[src/hw/gtt_pkg.sv]
/*
 * Shared constants and carrier types for the guest translation tag control.
 * Assumes the core pipeline delivers mode, control and access fields
 * synchronous to core_clk_in.
 */
package gtt_pkg;

	// ----------------------------------------------------------------
	// Widths and field positions
	// ----------------------------------------------------------------
	localparam int TAG_W          = 16;
	localparam int PCT_W          = 12;
	localparam int GPA_W          = 48;
	localparam int PTR_HI         = 51;
	localparam int PTR_LO         = 12;
	localparam int PTR_W          = PTR_HI - PTR_LO + 1;
	localparam int LIN_DIR_HI     = 31;
	localparam int LIN_DIR_LO     = 22;
	localparam int LIN_TBL_HI     = 21;
	localparam int LIN_TBL_LO     = 12;
	localparam int LIN_OFF_HI     = 11;
	localparam int TOP_IDX_HI     = 47;
	localparam int TOP_IDX_LO     = 39;
	localparam int ENTRY_ADR_W    = 52;
	localparam int PRIMARY_GATE   = 31;
	localparam int PAGE_SIZE_BIT  = 7;
	localparam int PTE_COUNT      = 4;
	localparam int WALK_MAX       = 4;

	// ----------------------------------------------------------------
	// Reset values
	// ----------------------------------------------------------------
	localparam logic [TAG_W-1:0] TAG_ROOT  = 16'h0000;
	localparam logic [1:0]       PTR_IDX_RST = 2'h0;

	// ----------------------------------------------------------------
	// Types
	// ----------------------------------------------------------------
	typedef enum logic [1:0] {
		GTT_OUTSIDE = 2'h0,
		GTT_ROOT    = 2'h1,
		GTT_GUEST   = 2'h3
	} gtt_mode_t;

	typedef struct packed {
		gtt_mode_t         mode;
		logic              tag_enable;
		logic [TAG_W-1:0]  tag_field;
		logic [31:0]       primary_ctls;
		logic              sl_enable;
		logic [63:0]       sl_root_pointer;
	} gtt_ctl_t;

	typedef struct packed {
		logic paging_enable_flag;
		logic address_extension_flag;
		logic long_mode_active_flag;
	} gtt_flags_t;

	typedef struct packed {
		logic             valid;
		logic [TAG_W-1:0] vtag;
		logic [PCT_W-1:0] pctag;
	} gtt_entry_tag_t;

	typedef struct packed {
		logic [2:0] allowed;
		logic [2:0] wanted;
	} gtt_perm_t;

endpackage

[src/hw/gtt_tag_match.sv]
/*
 * Tag comparator for one cached translation entry.
 * Assumes current tags are already resolved by the caller.
 */
`timescale 1ns/1ps
module gtt_tag_match #(
	parameter int TAG_W = gtt_pkg::TAG_W,
	parameter int PCT_W = gtt_pkg::PCT_W
) (
	input  wire logic             valid_in,
	input  wire logic [TAG_W-1:0] entry_vtag_in,
	input  wire logic [PCT_W-1:0] entry_pctag_in,
	input  wire logic [TAG_W-1:0] cur_vtag_in,
	input  wire logic [PCT_W-1:0] cur_pctag_in,
	input  wire logic             pct_on_in,
	output logic                  hit_out
);
	// ----------------------------------------------------------------
	// Match
	// ----------------------------------------------------------------
	// Process tag ignored when not in use; both must match otherwise
	always_comb begin
		hit_out = valid_in && (entry_vtag_in == cur_vtag_in) &&
			(!pct_on_in || entry_pctag_in == cur_pctag_in);
	end
endmodule

[src/hw/gtt_core.sv]
/*
 * Guest translation tag control: current tag selection, tagged lookup,
 * guest-physical identification and second-level translation requests.
 * Assumes a separate walker services sl_req and returns permissions.
 */
`timescale 1ns/1ps
// Overview of operation
// Translation tags are sixteen bits wide
// Tag zero outside, in root, or disabled
// Guest with enable uses structure tag field
// Entry hits only when both tags match
// Mode switches keep cache; tag changes space
// Second-level translation active only when enabled
// Primary bit 31 clear forces disable
// Paging off: linear address is guest-physical
// Root, structure, pointer, leaf addresses guest-physical
// Two-level walk: 31:22, 21:12, 11:0 fields
// Disallowed access raises violation and exit
// Translate only on real memory use
// Non-extension root load does not translate
// Extension root load fetches four entries, translates
// Extension paging: paging, extension, not long
// Other control writes reloading entries translate
// Pointer entries translated on use, not load
// Use bits 47:0, at most four reads
// Top entry address from pointer and 47:39
module gtt_core #(
	parameter int ENTRIES = 4
) (
	input  wire logic                  core_clk_in,
	input  wire logic                  rst_in,
	input  wire gtt_pkg::gtt_ctl_t     ctl_in,
	input  wire gtt_pkg::gtt_flags_t   flags_in,
	input  wire logic [gtt_pkg::PCT_W-1:0] pctag_in,
	input  wire logic                  pct_on_in,
	input  wire gtt_pkg::gtt_entry_tag_t [ENTRIES-1:0] entries_in,
	input  wire logic                  root_load_in,
	input  wire logic [31:0]           root_value_in,
	input  wire logic                  ctl_reload_in,
	input  wire logic                  mem_access_in,
	input  wire logic [31:0]           lin_addr_in,
	input  wire logic [1:0]            walk_level_in,
	input  wire logic [31:0]           entry_frame_in,
	input  wire logic                  leaf_size_in,
	input  wire logic                  sl_done_in,
	input  wire gtt_pkg::gtt_perm_t    perm_in,
	input  wire logic                  mode_switch_in,
	output logic [gtt_pkg::TAG_W-1:0]  cur_tag_out,
	output logic [ENTRIES-1:0]         hit_out,
	output logic                       sl_active_out,
	output logic                       ext_paging_out,
	output logic                       sl_req_out,
	output logic [gtt_pkg::GPA_W-1:0]  sl_gpa_out,
	output logic [gtt_pkg::ENTRY_ADR_W-1:0] sl_top_entry_out,
	output logic                       pte_fetch_out,
	output logic [1:0]                 pte_idx_out,
	output logic                       violation_out,
	output logic                       guest_exit_out,
	output logic                       flush_out
);
	// ----------------------------------------------------------------
	// Parameter checks
	// ----------------------------------------------------------------
	// Index and pad widths below are fixed by these package values
	if (ENTRIES < 1 || ENTRIES > 64) begin : g_bad_entries
		$error("ENTRIES out of range");
	end
	if (gtt_pkg::PTE_COUNT != 4) begin : g_bad_pte_count
		$error("PTE_COUNT does not fit the two-bit entry index");
	end
	if (gtt_pkg::GPA_W <= 32 || gtt_pkg::TAG_W != 16) begin : g_bad_widths
		$error("GPA_W or TAG_W not served by this logic");
	end

	// ----------------------------------------------------------------
	// Tag selection and matching
	// ----------------------------------------------------------------
	// Registered so a lookup never sees a half-switched tag
	logic [gtt_pkg::TAG_W-1:0] tag_d;
	logic [gtt_pkg::TAG_W-1:0] tag_q;
	always_comb begin
		tag_d = gtt_pkg::TAG_ROOT;
		if (ctl_in.mode == gtt_pkg::GTT_GUEST && ctl_in.tag_enable)
			tag_d = ctl_in.tag_field;
	end
	always_ff @(posedge core_clk_in) begin
		if (rst_in)
			tag_q <= gtt_pkg::TAG_ROOT;
		else
			tag_q <= tag_d;
	end
	assign cur_tag_out = tag_q;

	genvar gi;
	generate
		for (gi = 0; gi < ENTRIES; gi++) begin : g_match
			gtt_tag_match u_match (
				.valid_in       (entries_in[gi].valid),
				.entry_vtag_in  (entries_in[gi].vtag),
				.entry_pctag_in (entries_in[gi].pctag),
				.cur_vtag_in    (tag_q),
				.cur_pctag_in   (pctag_in),
				.pct_on_in      (pct_on_in),
				.hit_out        (hit_out[gi])
			);
		end
	endgenerate

	// Tagged entries survive switches; only untagged use must flush
	logic flush_d;
	logic flush_q;
	always_comb begin
		flush_d = mode_switch_in && !ctl_in.tag_enable;
	end
	always_ff @(posedge core_clk_in) begin
		if (rst_in)
			flush_q <= 1'b0;
		else
			flush_q <= flush_d;
	end
	assign flush_out = flush_q;

	// ----------------------------------------------------------------
	// Enable gating and paging mode
	// ----------------------------------------------------------------
	// Root-side addresses are already physical, so guest mode gates too
	logic sl_on;
	logic ext_on;
	always_comb begin
		sl_on = ctl_in.sl_enable &&
			ctl_in.primary_ctls[gtt_pkg::PRIMARY_GATE] &&
			ctl_in.mode == gtt_pkg::GTT_GUEST;
		ext_on = flags_in.paging_enable_flag &&
			flags_in.address_extension_flag &&
			!flags_in.long_mode_active_flag;
	end
	assign sl_active_out  = sl_on;
	assign ext_paging_out = ext_on;

	// ----------------------------------------------------------------
	// Guest-physical address selection
	// ----------------------------------------------------------------
	logic [31:0]               root_q;
	logic [31:0]               root_d;
	logic [31:0]               gpa_lo;
	logic [gtt_pkg::GPA_W-1:0] gpa;
	logic                      gpa_use;

	// Entries are four bytes wide, so each index lands on a word
	logic [31:0] dir_term;
	logic [31:0] tbl_term;
	logic [31:0] page_term;
	logic [31:0] large_term;
	logic [31:0] leaf_term;
	assign dir_term = {root_q[31:gtt_pkg::LIN_TBL_LO],
		lin_addr_in[gtt_pkg::LIN_DIR_HI:gtt_pkg::LIN_DIR_LO],
		2'h0};
	assign tbl_term = {entry_frame_in[31:gtt_pkg::LIN_TBL_LO],
		lin_addr_in[gtt_pkg::LIN_TBL_HI:gtt_pkg::LIN_TBL_LO],
		2'h0};
	assign page_term = {entry_frame_in[31:gtt_pkg::LIN_TBL_LO],
		lin_addr_in[gtt_pkg::LIN_OFF_HI:0]};
	// Large leaf keeps the table and offset fields (bits 21:0) of the linear address
	assign large_term = {entry_frame_in[31:gtt_pkg::LIN_DIR_LO],
		lin_addr_in[gtt_pkg::LIN_DIR_LO-1:0]};
	assign leaf_term = leaf_size_in ? large_term : page_term;

	always_comb begin
		root_d = root_load_in ? root_value_in : root_q;
		gpa_lo = 32'h0000_0000;
		gpa_use = 1'b0;
		if (root_load_in && ext_on) begin
			gpa_lo = root_value_in;
			gpa_use = 1'b1;
		end else if (ctl_reload_in && ext_on) begin
			gpa_lo = root_q;
			gpa_use = 1'b1;
		end else if (mem_access_in) begin
			gpa_use = 1'b1;
			if (!flags_in.paging_enable_flag)
				gpa_lo = lin_addr_in;
			else begin
				unique case (walk_level_in)
				2'h0: gpa_lo = dir_term;
				2'h1: gpa_lo = tbl_term;
				2'h2: gpa_lo = page_term;
				2'h3: gpa_lo = leaf_term;
				endcase
			end
		end
	end
	// Guest addresses here are 32 bits; the upper part stays zero
	assign gpa = {{(gtt_pkg::GPA_W-32){1'b0}}, gpa_lo};

	// Request holds until the walker answers
	typedef enum logic {
		REQ_IDLE = 1'b0,
		REQ_WAIT = 1'b1
	} gtt_req_state_t;
	gtt_req_state_t            req_q;
	gtt_req_state_t            req_d;
	logic [gtt_pkg::GPA_W-1:0] gpa_q;
	logic [gtt_pkg::GPA_W-1:0] gpa_d;
	always_comb begin
		req_d = req_q;
		gpa_d = gpa_q;
		unique case (req_q)
		REQ_IDLE: begin
			// Refused accesses are dropped, never queued behind a walk
			if (gpa_use && sl_on) begin
				req_d = REQ_WAIT;
				gpa_d = gpa;
			end
		end
		REQ_WAIT: begin
			if (sl_done_in)
				req_d = REQ_IDLE;
		end
		endcase
	end
	always_ff @(posedge core_clk_in) begin
		if (rst_in) begin
			req_q <= REQ_IDLE;
			gpa_q <= '0;
			root_q <= '0;
		end else begin
			req_q <= req_d;
			gpa_q <= gpa_d;
			root_q <= root_d;
		end
	end
	assign sl_req_out = (req_q == REQ_WAIT);
	assign sl_gpa_out = gpa_q;
	// Top entry: pointer bits 51:12, index 47:39, three low zeros
	assign sl_top_entry_out = {
		ctl_in.sl_root_pointer[gtt_pkg::PTR_HI:gtt_pkg::PTR_LO],
		gpa_q[gtt_pkg::TOP_IDX_HI:gtt_pkg::TOP_IDX_LO], 3'h0};

	// ----------------------------------------------------------------
	// Pointer-table entry fetch after an extension root load or control reload
	// ----------------------------------------------------------------
	typedef enum logic {
		PTR_IDLE  = 1'b0,
		PTR_FETCH = 1'b1
	} gtt_ptr_state_t;
	gtt_ptr_state_t ptr_q;
	gtt_ptr_state_t ptr_d;
	logic [1:0]     idx_q;
	logic [1:0]     idx_d;
	logic           ptr_start;
	logic           ptr_last;
	always_comb begin
		ptr_start = (root_load_in || ctl_reload_in) && ext_on;
		ptr_last = (idx_q == 2'(gtt_pkg::PTE_COUNT - 1));
		ptr_d = ptr_q;
		idx_d = idx_q;
		unique case (ptr_q)
		PTR_IDLE: begin
			if (ptr_start) begin
				ptr_d = PTR_FETCH;
				idx_d = gtt_pkg::PTR_IDX_RST;
			end
		end
		PTR_FETCH: begin
			// A load during a running fetch is not restarted
			idx_d = idx_q + 2'h1;
			if (ptr_last)
				ptr_d = PTR_IDLE;
		end
		endcase
	end
	always_ff @(posedge core_clk_in) begin
		if (rst_in) begin
			ptr_q <= PTR_IDLE;
			idx_q <= gtt_pkg::PTR_IDX_RST;
		end else begin
			ptr_q <= ptr_d;
			idx_q <= idx_d;
		end
	end
	assign pte_fetch_out = (ptr_q == PTR_FETCH);
	assign pte_idx_out = idx_q;

	// ----------------------------------------------------------------
	// Privilege check on completion
	// ----------------------------------------------------------------
	// Only the answering cycle is judged; idle permissions are noise
	logic viol_d;
	logic viol_q;
	always_comb begin
		viol_d = (req_q == REQ_WAIT) && sl_done_in &&
			|(perm_in.wanted & ~perm_in.allowed);
	end
	always_ff @(posedge core_clk_in) begin
		if (rst_in)
			viol_q <= 1'b0;
		else
			viol_q <= viol_d;
	end
	assign violation_out = viol_q;
	assign guest_exit_out = viol_q;
endmodule

[config.mk]
export PLATFORM = sky130hd
export DESIGN_NAME = gtt_core
export DESIGN_NICKNAME = d
export VERILOG_FILES = /design/src/hw/gtt_pkg.sv /design/src/hw/gtt_tag_match.sv /design/src/hw/gtt_core.sv
export SDC_FILE = /design/constraint.sdc
export NUM_CORES = 1
export LEC_CHECK = 0
export BUFFER_PORTS_ARGS = -buffer_cell sky130_fd_sc_hd__buf_2
export CAP_MARGIN = 20
export CORE_AREA = 2 2 189 191
export CTS_BUF_LIST = sky130_fd_sc_hd__clkbuf_4 sky130_fd_sc_hd__clkbuf_8 sky130_fd_sc_hd__clkbuf_16
export CTS_CLUSTER_SIZE = 8
export DETAILED_ROUTE_END_ITERATION = 7
export DIE_AREA = 0 0 191 193
export GPL_TIMING_DRIVEN = 0
export SKIP_LAST_GASP = 1
export SLEW_MARGIN = 20
export SYNTH_ARGS = -nofsm -noshare
export SYNTH_HDL_FRONTEND = slang
export SYNTH_SLANG_ARGS = --single-unit
[constraint.sdc]
create_clock -name core_clk_in -period 2.23 [get_ports core_clk_in]
set_input_delay 0.1115 -clock core_clk_in [delete_from_list [all_inputs] [get_ports core_clk_in]]
set_output_delay 0.1115 -clock core_clk_in [all_outputs]
set_load 0.03 [all_outputs]
==> out/metrics.cfg <==
[routing]
drc=0
detail_route.iter0.violations=312
num_vias=7297
drt-total-wl_um=31300
vias_per_cell=4.43
ant_nets=0
drt_pre_antenna_iters=4
wire_per_inst_um=19.0

[layout]
final_cell_mix=363 x buf_2, 107 x xor2_1, 75 x buf_4
drive_gt1_share_pct=43.8
instances_no_fill=1646
n_fill_cell=3802
regArea_um2=1740
multi_input_area_um2=4080
area_growth_pct=49.6
final_area_um2=9640
nets=1540
layout_commonest_cell=buf_2

[floorplanning]
core_um2=35000
ios=489
die_area_um2=36900
die_w_um=191
start_util_pct=18.4
rows=69
die_h_um=193

[synthesis]
ys_types=49
synth_seq_area_share_pct=26.7
async_reset_ff_share_pct=0
ys.flop_type=dfxtp_1
synth_seq_cells=86
syn-cell-area_um2=6440
synth_edf_count=0
ys_warn_count=0
netlist_instances=756
avgSynthCellArea_um2=8.53

[cts]
cts_made_buffers=9
clkSlewWorstSetupHoldPaths_ns=0.07
cts_setup_buffers=0
worstSkewPairLatency_ns=0.37
cts.sinks=86
htree_levels=3
cts.root.buffer_cell=clkbuf_16
clk_path_buf_depth=2
cts_tree=built

[grt]
grt_pass1_wl_um=42500
gr-total-overflow=0
grt_pass1_vias=6821
antenna_found_initial=6
grt_max_degree=16
track_usage_pct=15.8

[worst_setup_path]
critPathRequiredTime_ns=2.12
worstReg2RegStart=sl_req_out
cpLargestDelayFamily=simple AND/OR/NAND/NOR gates
cpPeakStageDelay_ns=0.38
cp-end-kind=primary output
crit_chain=xor2_1 -> nor4_4 -> nand4_1 -> a211oi_1 -> buf_4 -> buf_4
path_common_cell=buf_4
worstPathArrival_ns=2.03
start_kind=flop
crit_type=flop to primary output
cp.buffers_inverters=2
crit_fanout=5
crit_start=cur_tag_out[11]
rrSetupSlack_ns=0.27
cp_slowest_cell=dfxtp_4

[timing]
final.min_clock_period_ns=2.14
hold_viol=0
maxSlewHeadroom_pct=47.6
tightestPinTransition_ns=0.779
worst_hold_slack_ns=0.0160
finalClockSkew_ns=0.00900
max_clock_freq_mhz=467
period_share_pct=96.0
tns_ns=0
finalSetupViolCount=0
rsz0062_at_grt=true
slew_violations=0

[hold_path]
min_path_type=input port to flop
hold_start=root_value_in[27]

[pwr]
ir_drop_mv=0.341
powerDensity_nw_per_um2=476
p_leak_nw=4.58

[outcome]
outcome=finished, final reports clean

[job]
max_cap_violations=0

[placed_design]
hpwl_um=25400
gp_congestion=0.866
port_buffers=349
placed_cells=1593
post_dp_cell_area_um2=8870

## cell usage after synthesis, types with 17 or more instances
library cell  number  area [um^2]
xor2_1           108          946
dfxtp_1           86         1720
buf_4             74          556
mux2i_1           43          430
nor2_1            36          135
o21ai_0           32          160
clkbuf_1          27          101
nand2_1           25         93.8
nor4_1            24          150
a32o_1            22          220
nand3b_1          21          158
a31oi_1           20          125
or2_2             20          125
mux2_2            17          191
nand3_1           17         85.1
## registers in the layout, indices dropped and copies added, names as in the netlist
name,count
root_q,32
sl_gpa_out,32
cur_tag_out,16
pte_idx_out,2
flush_out,1
guest_exit_out,1
pte_fetch_out,1
sl_req_out,1
## per-stage QoR
stage	power (mW)	worst slack [ns]	util, %
2_1_floorplan	2.37	0.687	-
3_3_place_gp	2.87	-0.0744	25.4
6_report	4.59	0.0883	27.6
3_5_place_dp	2.89	-0.0377	25.4
4_1_cts	4.61	-0.0129	27.4
5_1_grt	4.78	-0.0545	27.6
## cells by family after synthesis
family	Yosys count	synth area share, %
other	1	0.0582
buffers and inverters	135	12.7
adder cells (fa/ha/maj)	1	0.194
multiplexers	60	9.65
AND/OR/NAND/NOR	220	19.8
XOR/XNOR	112	15.2
flip-flops	86	26.7
AO/OA/AOI/OAI	141	15.6
## what timing repair did
action,in CTS,in global routing
resized for setup,15,15
endpoints found under the setup margin,4,4
pin swaps,3,4
endpoints found under the hold margin,35,0
hold buffers,36,0
## worst paths after layout
| path | cells after the start | to |
|---|---|---|
| worst min register to register | 2 | sl_gpa_out[28] |
| worst min-delay path | 3 | root_q[27] |
| worst max-delay path | 6 | hit_out[0] |
| worst max register to register | 4 | sl_gpa_out[9] |
## where the power goes
| part | switching (mW) | leakage (nW) | internal [mW] | total, mW |
|---|---|---|---|---|
| combinational | 0.735 | 3.73 | 0.571 | 1.31 |
| sequential | 0.0405 | 0.707 | 1.58 | 1.62 |
| clock | 0.752 | 0.149 | 0.906 | 1.66 |
## worst min-delay path, stage by stage
cell and delay, ns:
buf_2 0.10, mux2i_1 0.07, nor2_1 0.07
## routing by layer
metal / share of wire (%) / up-vias / wire [um] / track usage (%)
li1: - / 3457 / - / -
met1: 39 / 3405 / 12200 / 18.1
met2: 50 / 385 / 15700 / 28.3
met3: 8.4 / 48 / 2630 / 4.11
met4: 2.6 / 2 / 813 / 5.69
met5: 0.057 / - / 18 / 0
## final cells by class
class | count | area share (%)
inverters | 15 | 0.636
multi-input cells | 562 | 42.3
clock inverters | 6 | 0.714
repair buffers | 385 | 21.9
flip-flops and latches | 86 | 18.1
diodes | 1 | 0.0259
clock buffers | 10 | 2.48
plain buffers | 120 | 7.84
well taps | 461 | 5.98
Power figures use the tool's default switching activity.
